**src/design/lp3i_pkg.sv**
```systemverilog
// Shared constants, command encodings and types for the init sequencer.
// Assumes a 40 MHz core clock and commands already decoded from the CA pins.
// Operation
// Controller holds termination input static through init.
// Reset command only after 200 us idle.
// Only no-operations for 1 us after reset.
// After wait, only reads and power-down accepted.
// Reads only when bus untrained; training after init.
// Auto-init pending bit: one busy, zero done.
// Auto-init finishes within 10 us of reset.
// Controller waits maximum or polls pending bit.
// Training sends reset/no-op, then calibration write.
// Calibration commands of shared devices never overlap.
// Ready only 1 us after calibration command.
// Controller writes latency, drive configuration before traffic.
// Reset command anytime restarts at reset step.
// Clock enable low 100 ns; 5 clocks first.
// Boot read clock period 18 to 100 ns.
// Outputs high impedance while clock enable low.
// Reserved bits written zero, read as zero.
// Read of write-only register still toggles strobe.
// Writes to read-only registers change nothing.
// 8-bit address; 3Fh resets, 0Ah calibrates.
// Self-test result latched on calibration completion.
// Latency support flags in bits 6, 7.
// Controller issues no-operations during post-enable idle.
// Calibration code FFh; reserved codes ignored.
// Controller rounds waits up to whole cycles.
package lp3i_pkg;

  localparam int CLK_PERIOD_NS          = 25;
  localparam int POST_RESET_IDLE_NS     = 1000;
  localparam int AUTO_INIT_MAX_NS       = 10000;
  localparam int INIT_IMPEDANCE_CAL_NS  = 1000;
  // Least times round up, longest times round down
  localparam int POST_RESET_IDLE_CYC    =
    (POST_RESET_IDLE_NS + CLK_PERIOD_NS - 1) / CLK_PERIOD_NS;
  localparam int AUTO_INIT_MAX_CYC      = AUTO_INIT_MAX_NS / CLK_PERIOD_NS;
  localparam int INIT_IMPEDANCE_CAL_CYC =
    (INIT_IMPEDANCE_CAL_NS + CLK_PERIOD_NS - 1) / CLK_PERIOD_NS;
  localparam int TMR_W                  = 10;

  // Mode register addresses
  localparam logic [7:0] MA_DEVICE_INFO_STATUS   = 8'h00;
  localparam logic [7:0] MA_BURST_WRITE_RECOVERY = 8'h01;
  localparam logic [7:0] MA_LATENCY_CFG          = 8'h02;
  localparam logic [7:0] MA_OUTPUT_DRIVE_CFG     = 8'h03;
  localparam logic [7:0] MA_REFRESH_RATE_STATUS  = 8'h04;
  localparam logic [7:0] MA_MAKER_CODE           = 8'h05;
  localparam logic [7:0] MA_REVISION_CODE_ONE    = 8'h06;
  localparam logic [7:0] MA_REVISION_CODE_TWO    = 8'h07;
  localparam logic [7:0] MA_WIDTH_DENSITY_TYPE   = 8'h08;
  localparam logic [7:0] MA_VENDOR_TEST_MODE     = 8'h09;
  localparam logic [7:0] MA_IMPEDANCE_CAL_CMD    = 8'h0A;
  localparam logic [7:0] MA_TERMINATION_CFG      = 8'h0B;
  localparam logic [7:0] MA_PARTIAL_BANK_MASK    = 8'h10;
  localparam logic [7:0] MA_PARTIAL_SEGMENT_MASK = 8'h11;
  localparam logic [7:0] MA_DQ_CALIB_PATTERN_A   = 8'h20;
  localparam logic [7:0] MA_DQ_CALIB_PATTERN_B   = 8'h28;
  localparam logic [7:0] MA_CA_TRAINING_ONE      = 8'h29;
  localparam logic [7:0] MA_CA_TRAINING_TWO      = 8'h2A;
  localparam logic [7:0] MA_CA_TRAINING_THREE    = 8'h30;
  localparam logic [7:0] MA_DEVICE_RESET_TRIGGER = 8'h3F;

  // Calibration code that starts the initial calibration
  localparam logic [7:0] CAL_CODE_INIT = 8'hFF;
  // Self-test code before any calibration completes
  localparam logic [1:0] ZQ_RESULT_RESET = 2'h0;
  localparam logic [7:0] RD_DATA_RESET   = 8'h00;

  // Decoded command opcodes
  localparam logic [2:0] CMD_NOP  = 3'h0;
  localparam logic [2:0] CMD_MRW  = 3'h1;
  localparam logic [2:0] CMD_MRR  = 3'h2;
  localparam logic [2:0] CMD_PDE  = 3'h3;
  localparam logic [2:0] CMD_PDX  = 3'h4;
  localparam logic [2:0] CMD_PREA = 3'h5;

  typedef struct packed {
    logic       valid;
    logic [2:0] op;
    logic [7:0] addr;
    logic [7:0] data;
  } lp3i_cmd_t;

  typedef enum logic [6:0] {
    ST_OFF       = 7'h01,
    ST_CKE_IDLE  = 7'h02,
    ST_RST_WAIT  = 7'h04,
    ST_AUTO_INIT = 7'h08,
    ST_PRE_CAL   = 7'h10,
    ST_IMPEDANCE_CALIBRATION_COMMAND    = 7'h20,
    ST_READY     = 7'h40
  } lp3i_state_t;

  // Read-only mode registers
  function automatic logic is_ro(input logic [7:0] a);
    case (a)
      MA_DEVICE_INFO_STATUS, MA_REFRESH_RATE_STATUS, MA_MAKER_CODE,
      MA_REVISION_CODE_ONE, MA_REVISION_CODE_TWO, MA_WIDTH_DENSITY_TYPE,
      MA_DQ_CALIB_PATTERN_A, MA_DQ_CALIB_PATTERN_B: is_ro = 1'b1;
      default: is_ro = 1'b0;
    endcase
  endfunction : is_ro

  // Write-only mode registers kept in the configuration store
  function automatic logic is_wo(input logic [7:0] a);
    case (a)
      MA_BURST_WRITE_RECOVERY, MA_LATENCY_CFG, MA_OUTPUT_DRIVE_CFG,
      MA_VENDOR_TEST_MODE, MA_IMPEDANCE_CAL_CMD, MA_TERMINATION_CFG,
      MA_PARTIAL_BANK_MASK, MA_PARTIAL_SEGMENT_MASK, MA_CA_TRAINING_ONE,
      MA_CA_TRAINING_TWO, MA_CA_TRAINING_THREE: is_wo = 1'b1;
      default: is_wo = 1'b0;
    endcase
  endfunction : is_wo

endpackage : lp3i_pkg

```
**src/design/lp3i_cfg_mem.sv**
```systemverilog
// Small store for the write-only mode registers.
// Assumes one write and one read per cycle; read data registered.
`timescale 1ns/1ps
module lp3i_cfg_mem #(
  parameter int AW = 6,
  parameter int DW = 8
) (
  input  wire logic          clk,
  input  wire logic          wr_en,
  input  wire logic [AW-1:0] wr_addr,
  input  wire logic [DW-1:0] wr_data,
  input  wire logic          rd_en,
  input  wire logic [AW-1:0] rd_addr,
  output logic      [DW-1:0] rd_data
);
  logic [DW-1:0] mem [2**AW];

  // No reset: contents read back as undefined until written
  always_ff @(posedge clk)
  begin
    if (wr_en)
    begin
      mem[wr_addr] <= wr_data;
    end
    if (rd_en)
    begin
      rd_data <= mem[rd_addr];
    end
  end
endmodule : lp3i_cfg_mem

```
**src/design/lp3i_init_seq.sv**
```systemverilog
// Power-up, reset and initialization sequencer with the mode register map.
// Assumes decoded commands, clock enable and self-test strap arrive as pins.
`timescale 1ns/1ps
module lp3i_init_seq
  import lp3i_pkg::*;
#(
  // Reset wait plus auto-init must fit inside the maximum time
  parameter int         AUTO_INIT_CYC    = AUTO_INIT_MAX_CYC - POST_RESET_IDLE_CYC,
  parameter logic       RL3_SUPPORT      = 1'b1,
  parameter logic       ALT_WL_SUPPORT   = 1'b1,
  parameter logic [2:0] REFRESH_RATE     = 3'h3,
  parameter logic [7:0] MAKER_ID         = 8'hA5, // Arbitrary value
  parameter logic [7:0] REVISION_ONE     = 8'h11, // Arbitrary value
  parameter logic [7:0] REVISION_TWO     = 8'h22, // Arbitrary value
  parameter logic [7:0] WIDTH_DENSITY    = 8'h1F,
  parameter logic [7:0] CALIB_PATTERN_A  = 8'h55,
  parameter logic [7:0] CALIB_PATTERN_B  = 8'h33
) (
  input  wire logic                 clk,
  input  wire logic                 resetn,
  input  wire logic                 cke_pin,
  input  wire lp3i_pkg::lp3i_cmd_t  cmd_pin,
  input  wire logic [1:0]           zq_strap,
  output logic      [7:0]           rd_data,
  output logic                      rd_valid,
  output logic                      dqs_strobe,
  output logic                      dq_oe,
  output logic                      dev_ready,
  output logic                      auto_init_pending,
  output logic                      cmd_refused
);
  import lp3i_pkg::*;

  localparam int SW = $bits(lp3i_cmd_t) + 3;

  lp3i_cmd_t   cmd_s;
  logic        cke_s;
  logic [1:0]  zq_s;
  lp3i_state_t state;
  logic [TMR_W-1:0] timer;
  logic        is_rst;
  logic        acc_mrr;
  logic        acc_mrw;
  logic        acc_pd;
  logic        acc_other;
  logic        mem_wr;
  logic        cal_start;
  logic        pd_active;
  logic [1:0]  zq_result;
  logic        rd_pend;
  logic [7:0]  rd_addr_q;
  logic [7:0]  mem_rdata;
  logic [7:0]  dev_info;

  // All pin inputs cross into the core clock
  lp3i_sync #(
    .WIDTH (SW)
  ) u_sync (
    .clk    (clk),
    .resetn (resetn),
    .din    ({cke_pin, zq_strap, cmd_pin}),
    .dout   ({cke_s, zq_s, cmd_s})
  );

  // Command acceptance per sequence step
  always_comb
  begin
    is_rst    = cmd_s.valid && cke_s && state != ST_OFF &&
                cmd_s.op == CMD_MRW &&
                cmd_s.addr == MA_DEVICE_RESET_TRIGGER;
    acc_mrr   = 1'b0;
    acc_mrw   = 1'b0;
    acc_pd    = 1'b0;
    acc_other = 1'b0;
    if (cmd_s.valid && cke_s && !is_rst)
    begin
      case (state)
        ST_CKE_IDLE:
        begin
          acc_other = cmd_s.op == CMD_PREA;
        end
        ST_AUTO_INIT, ST_IMPEDANCE_CALIBRATION_COMMAND:
        begin
          acc_mrr = cmd_s.op == CMD_MRR;
          acc_pd  = cmd_s.op == CMD_PDE || cmd_s.op == CMD_PDX;
        end
        ST_PRE_CAL, ST_READY:
        begin
          acc_mrr   = cmd_s.op == CMD_MRR;
          acc_pd    = cmd_s.op == CMD_PDE || cmd_s.op == CMD_PDX;
          acc_mrw   = cmd_s.op == CMD_MRW;
          acc_other = state == ST_READY && cmd_s.op == CMD_PREA;
        end
        default:
        begin
          acc_other = 1'b0;
        end
      endcase
    end
  end

  // Writes to read-only or reserved addresses are dropped
  assign mem_wr    = acc_mrw && is_wo(cmd_s.addr);
  // Only the initial code in the pre-calibration step starts calibration
  assign cal_start = acc_mrw && state == ST_PRE_CAL &&
                     cmd_s.addr == MA_IMPEDANCE_CAL_CMD &&
                     cmd_s.data == CAL_CODE_INIT;

  // Sequence state and step timer
  always_ff @(posedge clk or negedge resetn)
  begin
    if (!resetn)
    begin
      state <= ST_OFF;
      timer <= '0;
    end
    else if (is_rst)
    begin
      state <= ST_RST_WAIT;
      timer <= '0;
    end
    else
    begin
      case (state)
        ST_OFF:
        begin
          if (cke_s)
          begin
            state <= ST_CKE_IDLE;
          end
        end
        ST_RST_WAIT:
        begin
          if (timer == TMR_W'(POST_RESET_IDLE_CYC - 1))
          begin
            state <= ST_AUTO_INIT;
            timer <= '0;
          end
          else
          begin
            timer <= timer + 1'b1;
          end
        end
        ST_AUTO_INIT:
        begin
          // Completes on its own, polled or not
          if (timer == TMR_W'(AUTO_INIT_CYC - 1))
          begin
            state <= ST_PRE_CAL;
            timer <= '0;
          end
          else
          begin
            timer <= timer + 1'b1;
          end
        end
        ST_PRE_CAL:
        begin
          if (cal_start)
          begin
            state <= ST_IMPEDANCE_CALIBRATION_COMMAND;
            timer <= '0;
          end
        end
        ST_IMPEDANCE_CALIBRATION_COMMAND:
        begin
          if (timer == TMR_W'(INIT_IMPEDANCE_CAL_CYC - 1))
          begin
            state <= ST_READY;
            timer <= '0;
          end
          else
          begin
            timer <= timer + 1'b1;
          end
        end
        default:
        begin
          timer <= '0;
        end
      endcase
    end
  end

  // Pending flag: busy from reset command until auto-init ends
  always_ff @(posedge clk or negedge resetn)
  begin
    if (!resetn)
    begin
      auto_init_pending <= 1'b1;
    end
    else if (is_rst)
    begin
      auto_init_pending <= 1'b1;
    end
    else if (state == ST_AUTO_INIT && timer == TMR_W'(AUTO_INIT_CYC - 1))
    begin
      auto_init_pending <= 1'b0;
    end
  end

  // Ready and self-test result appear when calibration time has passed
  always_ff @(posedge clk or negedge resetn)
  begin
    if (!resetn)
    begin
      dev_ready <= 1'b0;
      zq_result <= ZQ_RESULT_RESET;
    end
    else if (is_rst)
    begin
      dev_ready <= 1'b0;
      zq_result <= ZQ_RESULT_RESET;
    end
    else if (state == ST_IMPEDANCE_CALIBRATION_COMMAND &&
             timer == TMR_W'(INIT_IMPEDANCE_CAL_CYC - 1))
    begin
      dev_ready <= 1'b1;
      zq_result <= zq_s;
    end
  end

  // Power-down tracking; a reset command also leaves power-down
  always_ff @(posedge clk or negedge resetn)
  begin
    if (!resetn)
    begin
      pd_active <= 1'b0;
    end
    else if (is_rst || (acc_pd && cmd_s.op == CMD_PDX))
    begin
      pd_active <= 1'b0;
    end
    else if (acc_pd)
    begin
      pd_active <= 1'b1;
    end
  end

  // Drivers stay off while clock enable is low or powered down
  always_ff @(posedge clk or negedge resetn)
  begin
    if (!resetn)
    begin
      dq_oe <= 1'b0;
    end
    else
    begin
      dq_oe <= cke_s && !pd_active && state != ST_OFF;
    end
  end

  // Any command given with clock enable high that is not a no-operation and not taken is refused
  always_ff @(posedge clk or negedge resetn)
  begin
    if (!resetn)
    begin
      cmd_refused <= 1'b0;
    end
    else
    begin
      cmd_refused <= cmd_s.valid && cke_s && cmd_s.op != CMD_NOP &&
                     !(is_rst || acc_mrr || acc_mrw || acc_pd || acc_other);
    end
  end

  lp3i_cfg_mem #(
    .AW (6),
    .DW (8)
  ) u_cfg_mem (
    .clk     (clk),
    .wr_en   (mem_wr),
    .wr_addr (cmd_s.addr[5:0]),
    .wr_data (cmd_s.data),
    .rd_en   (acc_mrr),
    .rd_addr (cmd_s.addr[5:0]),
    .rd_data (mem_rdata)
  );

  // Reserved bits of the status register read as zero
  assign dev_info = {RL3_SUPPORT, ALT_WL_SUPPORT, 1'b0, zq_result,
                     2'b00, auto_init_pending};

  // Read request stage; store read lines up one cycle later
  always_ff @(posedge clk or negedge resetn)
  begin
    if (!resetn)
    begin
      rd_pend   <= 1'b0;
      rd_addr_q <= 8'h00;
    end
    else
    begin
      rd_pend   <= acc_mrr;
      rd_addr_q <= acc_mrr ? cmd_s.addr : rd_addr_q;
    end
  end

  // Answer stage: every read strobes, whatever the address
  always_ff @(posedge clk or negedge resetn)
  begin
    if (!resetn)
    begin
      rd_valid   <= 1'b0;
      rd_data    <= RD_DATA_RESET;
      dqs_strobe <= 1'b0;
    end
    else
    begin
      rd_valid <= rd_pend;
      if (rd_pend)
      begin
        dqs_strobe <= !dqs_strobe;
        case (rd_addr_q)
          MA_DEVICE_INFO_STATUS:  rd_data <= dev_info;
          MA_REFRESH_RATE_STATUS: rd_data <= {5'h00, REFRESH_RATE};
          MA_MAKER_CODE:          rd_data <= MAKER_ID;
          MA_REVISION_CODE_ONE:   rd_data <= REVISION_ONE;
          MA_REVISION_CODE_TWO:   rd_data <= REVISION_TWO;
          MA_WIDTH_DENSITY_TYPE:  rd_data <= WIDTH_DENSITY;
          MA_DQ_CALIB_PATTERN_A:  rd_data <= CALIB_PATTERN_A;
          MA_DQ_CALIB_PATTERN_B:  rd_data <= CALIB_PATTERN_B;
          // Write-only or reserved: undefined data, store contents
          default:                rd_data <= mem_rdata;
        endcase
      end
    end
  end

  // Cycles since the last reset command, for the completion bound
  logic [TMR_W:0] since_rst;
  always_ff @(posedge clk or negedge resetn)
  begin
    if (!resetn)
    begin
      since_rst <= '0;
    end
    else if (is_rst)
    begin
      since_rst <= '0;
    end
    else if (auto_init_pending && since_rst != '1)
    begin
      since_rst <= since_rst + 1'b1;
    end
  end
endmodule : lp3i_init_seq

```
**src/design/lp3i_sync.sv**
```systemverilog
// Two-stage synchroniser for pin inputs.
// Assumes each bit is a slow level or a pulse of at least one clock.
`timescale 1ns/1ps
module lp3i_sync #(
  parameter int WIDTH = 1
) (
  input  wire logic             clk,
  input  wire logic             resetn,
  input  wire logic [WIDTH-1:0] din,
  output logic      [WIDTH-1:0] dout
);
  logic [WIDTH-1:0] meta;

  // First stage feeds only the second stage
  always_ff @(posedge clk or negedge resetn)
  begin
    if (!resetn)
    begin
      meta <= '0;
      dout <= '0;
    end
    else
    begin
      meta <= din;
      dout <= meta;
    end
  end
endmodule : lp3i_sync

```
**config.mk**
```make
export PLATFORM = sky130hd
export DESIGN_NAME = lp3i_init_seq
export DESIGN_NICKNAME = d
export VERILOG_FILES = /design/src/design/lp3i_pkg.sv /design/src/design/lp3i_cfg_mem.sv /design/src/design/lp3i_init_seq.sv /design/src/design/lp3i_sync.sv
export SDC_FILE = /design/constraint.sdc
export NUM_CORES = 1
export LEC_CHECK = 0
export ABC_AREA = 0
export BUFFER_PORTS_ARGS = -buffer_cell sky130_fd_sc_hd__buf_2
export CAP_MARGIN = 20
export CORE_AREA = 5 5 248 250
export CTS_CLUSTER_DIAMETER = 200
export DETAILED_ROUTE_END_ITERATION = 6
export DIE_AREA = 0 0 253 255
export GPL_TIMING_DRIVEN = 0
export PLACE_DENSITY = 0.57
export REMOVE_ABC_BUFFERS = 1
export SLEW_MARGIN = 40
export SYNTH_ARGS = -nofsm -noshare
export SYNTH_HDL_FRONTEND = slang
export SYNTH_SLANG_ARGS = --single-unit
```
**constraint.sdc**
```tcl
create_clock -name clk -period 4.6 [get_ports clk]
set_clock_uncertainty 0.15 [all_clocks]
set_input_delay 0.92 -clock clk [delete_from_list [all_inputs] [get_ports clk]]
set_output_delay 0.92 -clock clk [all_outputs]
set_load 0.005 [all_outputs]
```
==> flow_summary_export.csv <==
group,metric,value,unit
status,outcome,"finished, final reports clean",
timing,slew_headroom,40.0,%
synth,synth_area,23400,µm²
timing,hold_slack,0.193,ns
place,io_buffer_count,38,
power_and_ir_drop,clkPwrFrac,43.4,%
synth,synth_async_sr_flop_share,14.6,%
place,gp_congestion,0.767,
power_and_ir_drop,sw_frac_of_total,20.6,%
power_and_ir_drop,power.switching,2.55,mW
final_layout,fillers,5033,
synth,synth_area_leaders,"edfxtp_1 (67%), mux4_2 (12%), dfrtp_1 (9.3%)",
synth,synth_top_family_by_area,"multiplexers",
setup_path,critPathMaxFanout,12,
power_and_ir_drop,combPwrFrac,4.6,%
synth,synth_xor_area_share,0.300,%
floorplan,dieArea,64500,µm²
synth,synth_cell_types,64,
power_and_ir_drop,seqPwrFrac,52.0,%
hold_path,min_from,"u_sync.meta[9]$_DFF_PN0_",
clock_tree,post_cts_buffers,0,
global_routing,grt.total_usage,13.4,%
clock_tree,h-tree-depth,3,
synth,synth_adder_area_share,0.0535,%
setup_path,startpoint_type,"register",
clock_tree,clk_path_buf_depth,3,
synth,postSynthCellCount,1138,
synth,synthFlopType,"edfxtp_1",
floorplan,initial_core_util,39.8,%
global_routing,antenna_found_initial,0,
global_routing,grt_pass1_vias,11900,
floorplan,die_h,255,µm
synth,yosysMostFrequentCell,"edfxtp_1",
setup_path,worstReg2RegStart,"u_sync.dout[12]$_DFF_PN0_",
timing,period_share,81.8,%
routing,drt-initial-drc-count,725,
final_layout,final_nets,1657,
synth,synth.yosys.seq_area_share,76.3,%
routing,vias,11500,
timing,maxSlewViolCount,0,
clock_tree,clkTransAtPathRegs,0.06,ns
setup_path,crit_start,"u_sync.dout[12]$_DFF_PN0_",
hold_path,hold_path.class,"reg -> reg",
place,place_inst,2334,
synth,yosys.area.top_type_share,66.8,%
place,hpwlAfterDp,24800,µm
synth,synth_compound_area_share,2.71,%
place,pre_cts_ws,0.864,ns
floorplan,ios,39,
setup_path,cp.arrival,4.08,ns
timing,post-route-min-period,3.76,ns
power_and_ir_drop,total_power,12.4,mW
final_layout,seq_area,17900,µm²
synth,synth_top_cell_by_area,"edfxtp_1",
timing,setup_ws,0.838,ns
global_routing,grt_overflow_total,0,
routing,vias_per_cell,4.68,
floorplan,die_x,253,µm
synth,synth_commonest_cells,"edfxtp_1 (520), mux4_2 (128), dfrtp_1 (87), mux2i_1 (66), o22ai_1 (34)",
power_and_ir_drop,leakagePower,10.8,nW
timing,setup_viol,0,
synth,synth-simple-area-share,3.37,%
routing,drc,0,
timing,worst_slew_pin_slew,0.897,ns
synth,synth_area_per_cell,20.5,µm²
routing,wl,42200,µm
final_layout,layout-drive-gt1-share,20.3,%
synth,synth-seq-cells,609,
clock_tree,cts_made_buffers,67,
power_and_ir_drop,p_int,9.86,mW
setup_path,cp.required,4.92,ns
final_layout,area_growth,22.3,%
routing,dr.pass1.iters,5,
final_layout,antennaDiodeCount,0,
clock_tree,clkLatencyLatePin,0.60,ns
power_and_ir_drop,peakVddDrop,0.000286,V
routing,ant_nets,0,
floorplan,core_area,58800,µm²
timing,max_clock_freq,266,MHz
setup_path,critical_path_class,"reg -> reg",
global_routing,grt_max_degree,72,
final_layout,stdcell_count,2457,
clock_tree,cts.sinks,609,
synth,muxShareOfSynthArea,16.0,%
setup_path,endpoint_kind,"register",
final_layout,final_util,48.6,%
synth,ys_warn_count,0,
routing,wl_per_cell,17.2,µm
clock_tree,post_cts_resized,0,
job,drv_cap,0,
global_routing,grt_pass1_wl,66600,µm
synth,synth-edff-count,520,
final_layout,multi_input_area,6910,µm²
timing,rsz0062_at_grt,"no",
clock_tree,cts_tree,"yes",
clock_tree,root_buffer,"clkbuf_16",
timing,hold_viol,0,
floorplan,num_rows,89,
power_and_ir_drop,power_density,434,nW/µm²
-- repair_timing --
| item | CTS | global route |
|---|---|---|
| hold buffers | 1 | 0 |
| endpoints found under the hold margin | 17 | 0 |
| setup endpoints to repair | 0 | 0 |
-- state kept, by name, indices dropped and copies added, names as in the netlist, 7 cells and up --
signal / flops
rd_addr_q: 8
u_cfg_mem.rd_data: 8
state: 7
rd_data: 8
u_cfg_mem.mem: 512
timer: 10
u_sync.dout: 23
u_sync.meta: 23
-- routing by layer --
| layer | up-vias | share of wire [%] | GRT usage (%) |
|---|---|---|---|
| met5 | - | 0 | 0 |
| met4 | 0 | 2.4 | 4.33 |
| met3 | 77 | 4.5 | 2.90 |
| met1 | 5965 | 45 | 18.4 |
| li1 | 5268 | - | - |
| met2 | 200 | 49 | 21.6 |
-- layout by cell type (no fill, tap or decap), types with 7 or more instances in the layout --
cell / synthesis / routed
bufinv_16: 0 / 8
nor3_1: 22 / 19
mux2i_1: 66 / 66
buf_2: 12 / 37
buf_12: 0 / 12
nand2_1: 21 / 21
or4_1: 11 / 11
o21ai_0: 30 / 30
nor2_1: 26 / 19
o22ai_1: 34 / 34
conb_1: 1 / 424
mux4_2: 128 / 128
a21oi_1: 13 / 13
mux2_4: 8 / 8
dfrtp_1: 87 / 76
clkinv_1: 0 / 11
inv_1: 10 / 10
mux2_2: 7 / 7
edfxtp_1: 520 / 520
dfrtp_4: 0 / 9
clkbuf_1: 29 / 15
nand3_1: 12 / 9
clkinv_2: 0 / 11
clkbuf_16: 0 / 70
-- path summary, 6_finish.rpt --
path,endpoint,slack [ns],cells after the start
worst max-delay path,state[1]$_DFFE_PN0P_,0.84,6
worst max register to register,state[1]$_DFFE_PN0P_,0.84,6
worst min register to register,u_sync.dout[9]$_DFF_PN0_,0.19,0
min in group asynchronous,rd_addr_q[0]$_DFFE_PN0P_,0.63,2
worst min-delay path,u_sync.dout[9]$_DFF_PN0_,0.19,0
max in group asynchronous,u_sync.dout[7]$_DFF_PN0_,3.01,3
-- stage by stage --
stage	area [µm²]	setup TNS, ns
finish	28600	0
detailed placement	26300	0
floorplan	24700	-289.54
global route	28600	0
global placement	25900	-762.97
CTS	28600	0
-- power groups by stage --
| stage | registers (mW) | clock network, mW | logic (mW) |
|---|---|---|---|
| 2_1_floorplan | 6.56 | 0 | 0.394 |
| 5_1_grt | 6.49 | 5.77 | 0.633 |
| 6_report | 6.46 | 5.39 | 0.570 |
| 4_1_cts | 6.46 | 5.55 | 0.574 |
| 3_5_place_dp | 6.58 | 0 | 0.572 |
| 3_3_place_gp | 6.63 | 0 | 0.538 |
-- area by class of cell --
cell class                 count  share of cell area (%)
timing repair buffer          60                    2.02
tap                          773                    3.38
inverter                      10                   0.131
sequential                   609                    62.5
multi-input combinational    883                    24.1
clock inverter                36                    1.41
clock buffer                  86                    6.37
-- kinds of logic after synthesis --
logic type	Yosys count
DFF	609
muxes	209
and+or+nand+nor	139
AOI/OAI and AO/OA	102
buffers and inverters	69
xor gates and xnor gates	8
adders and majority gates	1
other	1
-- worst max-delay path, stage by stage, from the launching register on --
cell,delay (ns)
dfrtp_1,0.51
or3b_1,0.81
or4_1,0.78
nor4_1,0.67
o32a_1,0.28
nand2_2,0.12
mux2_2,0.29
No activity file was read; power rests on OpenSTA's default activity.
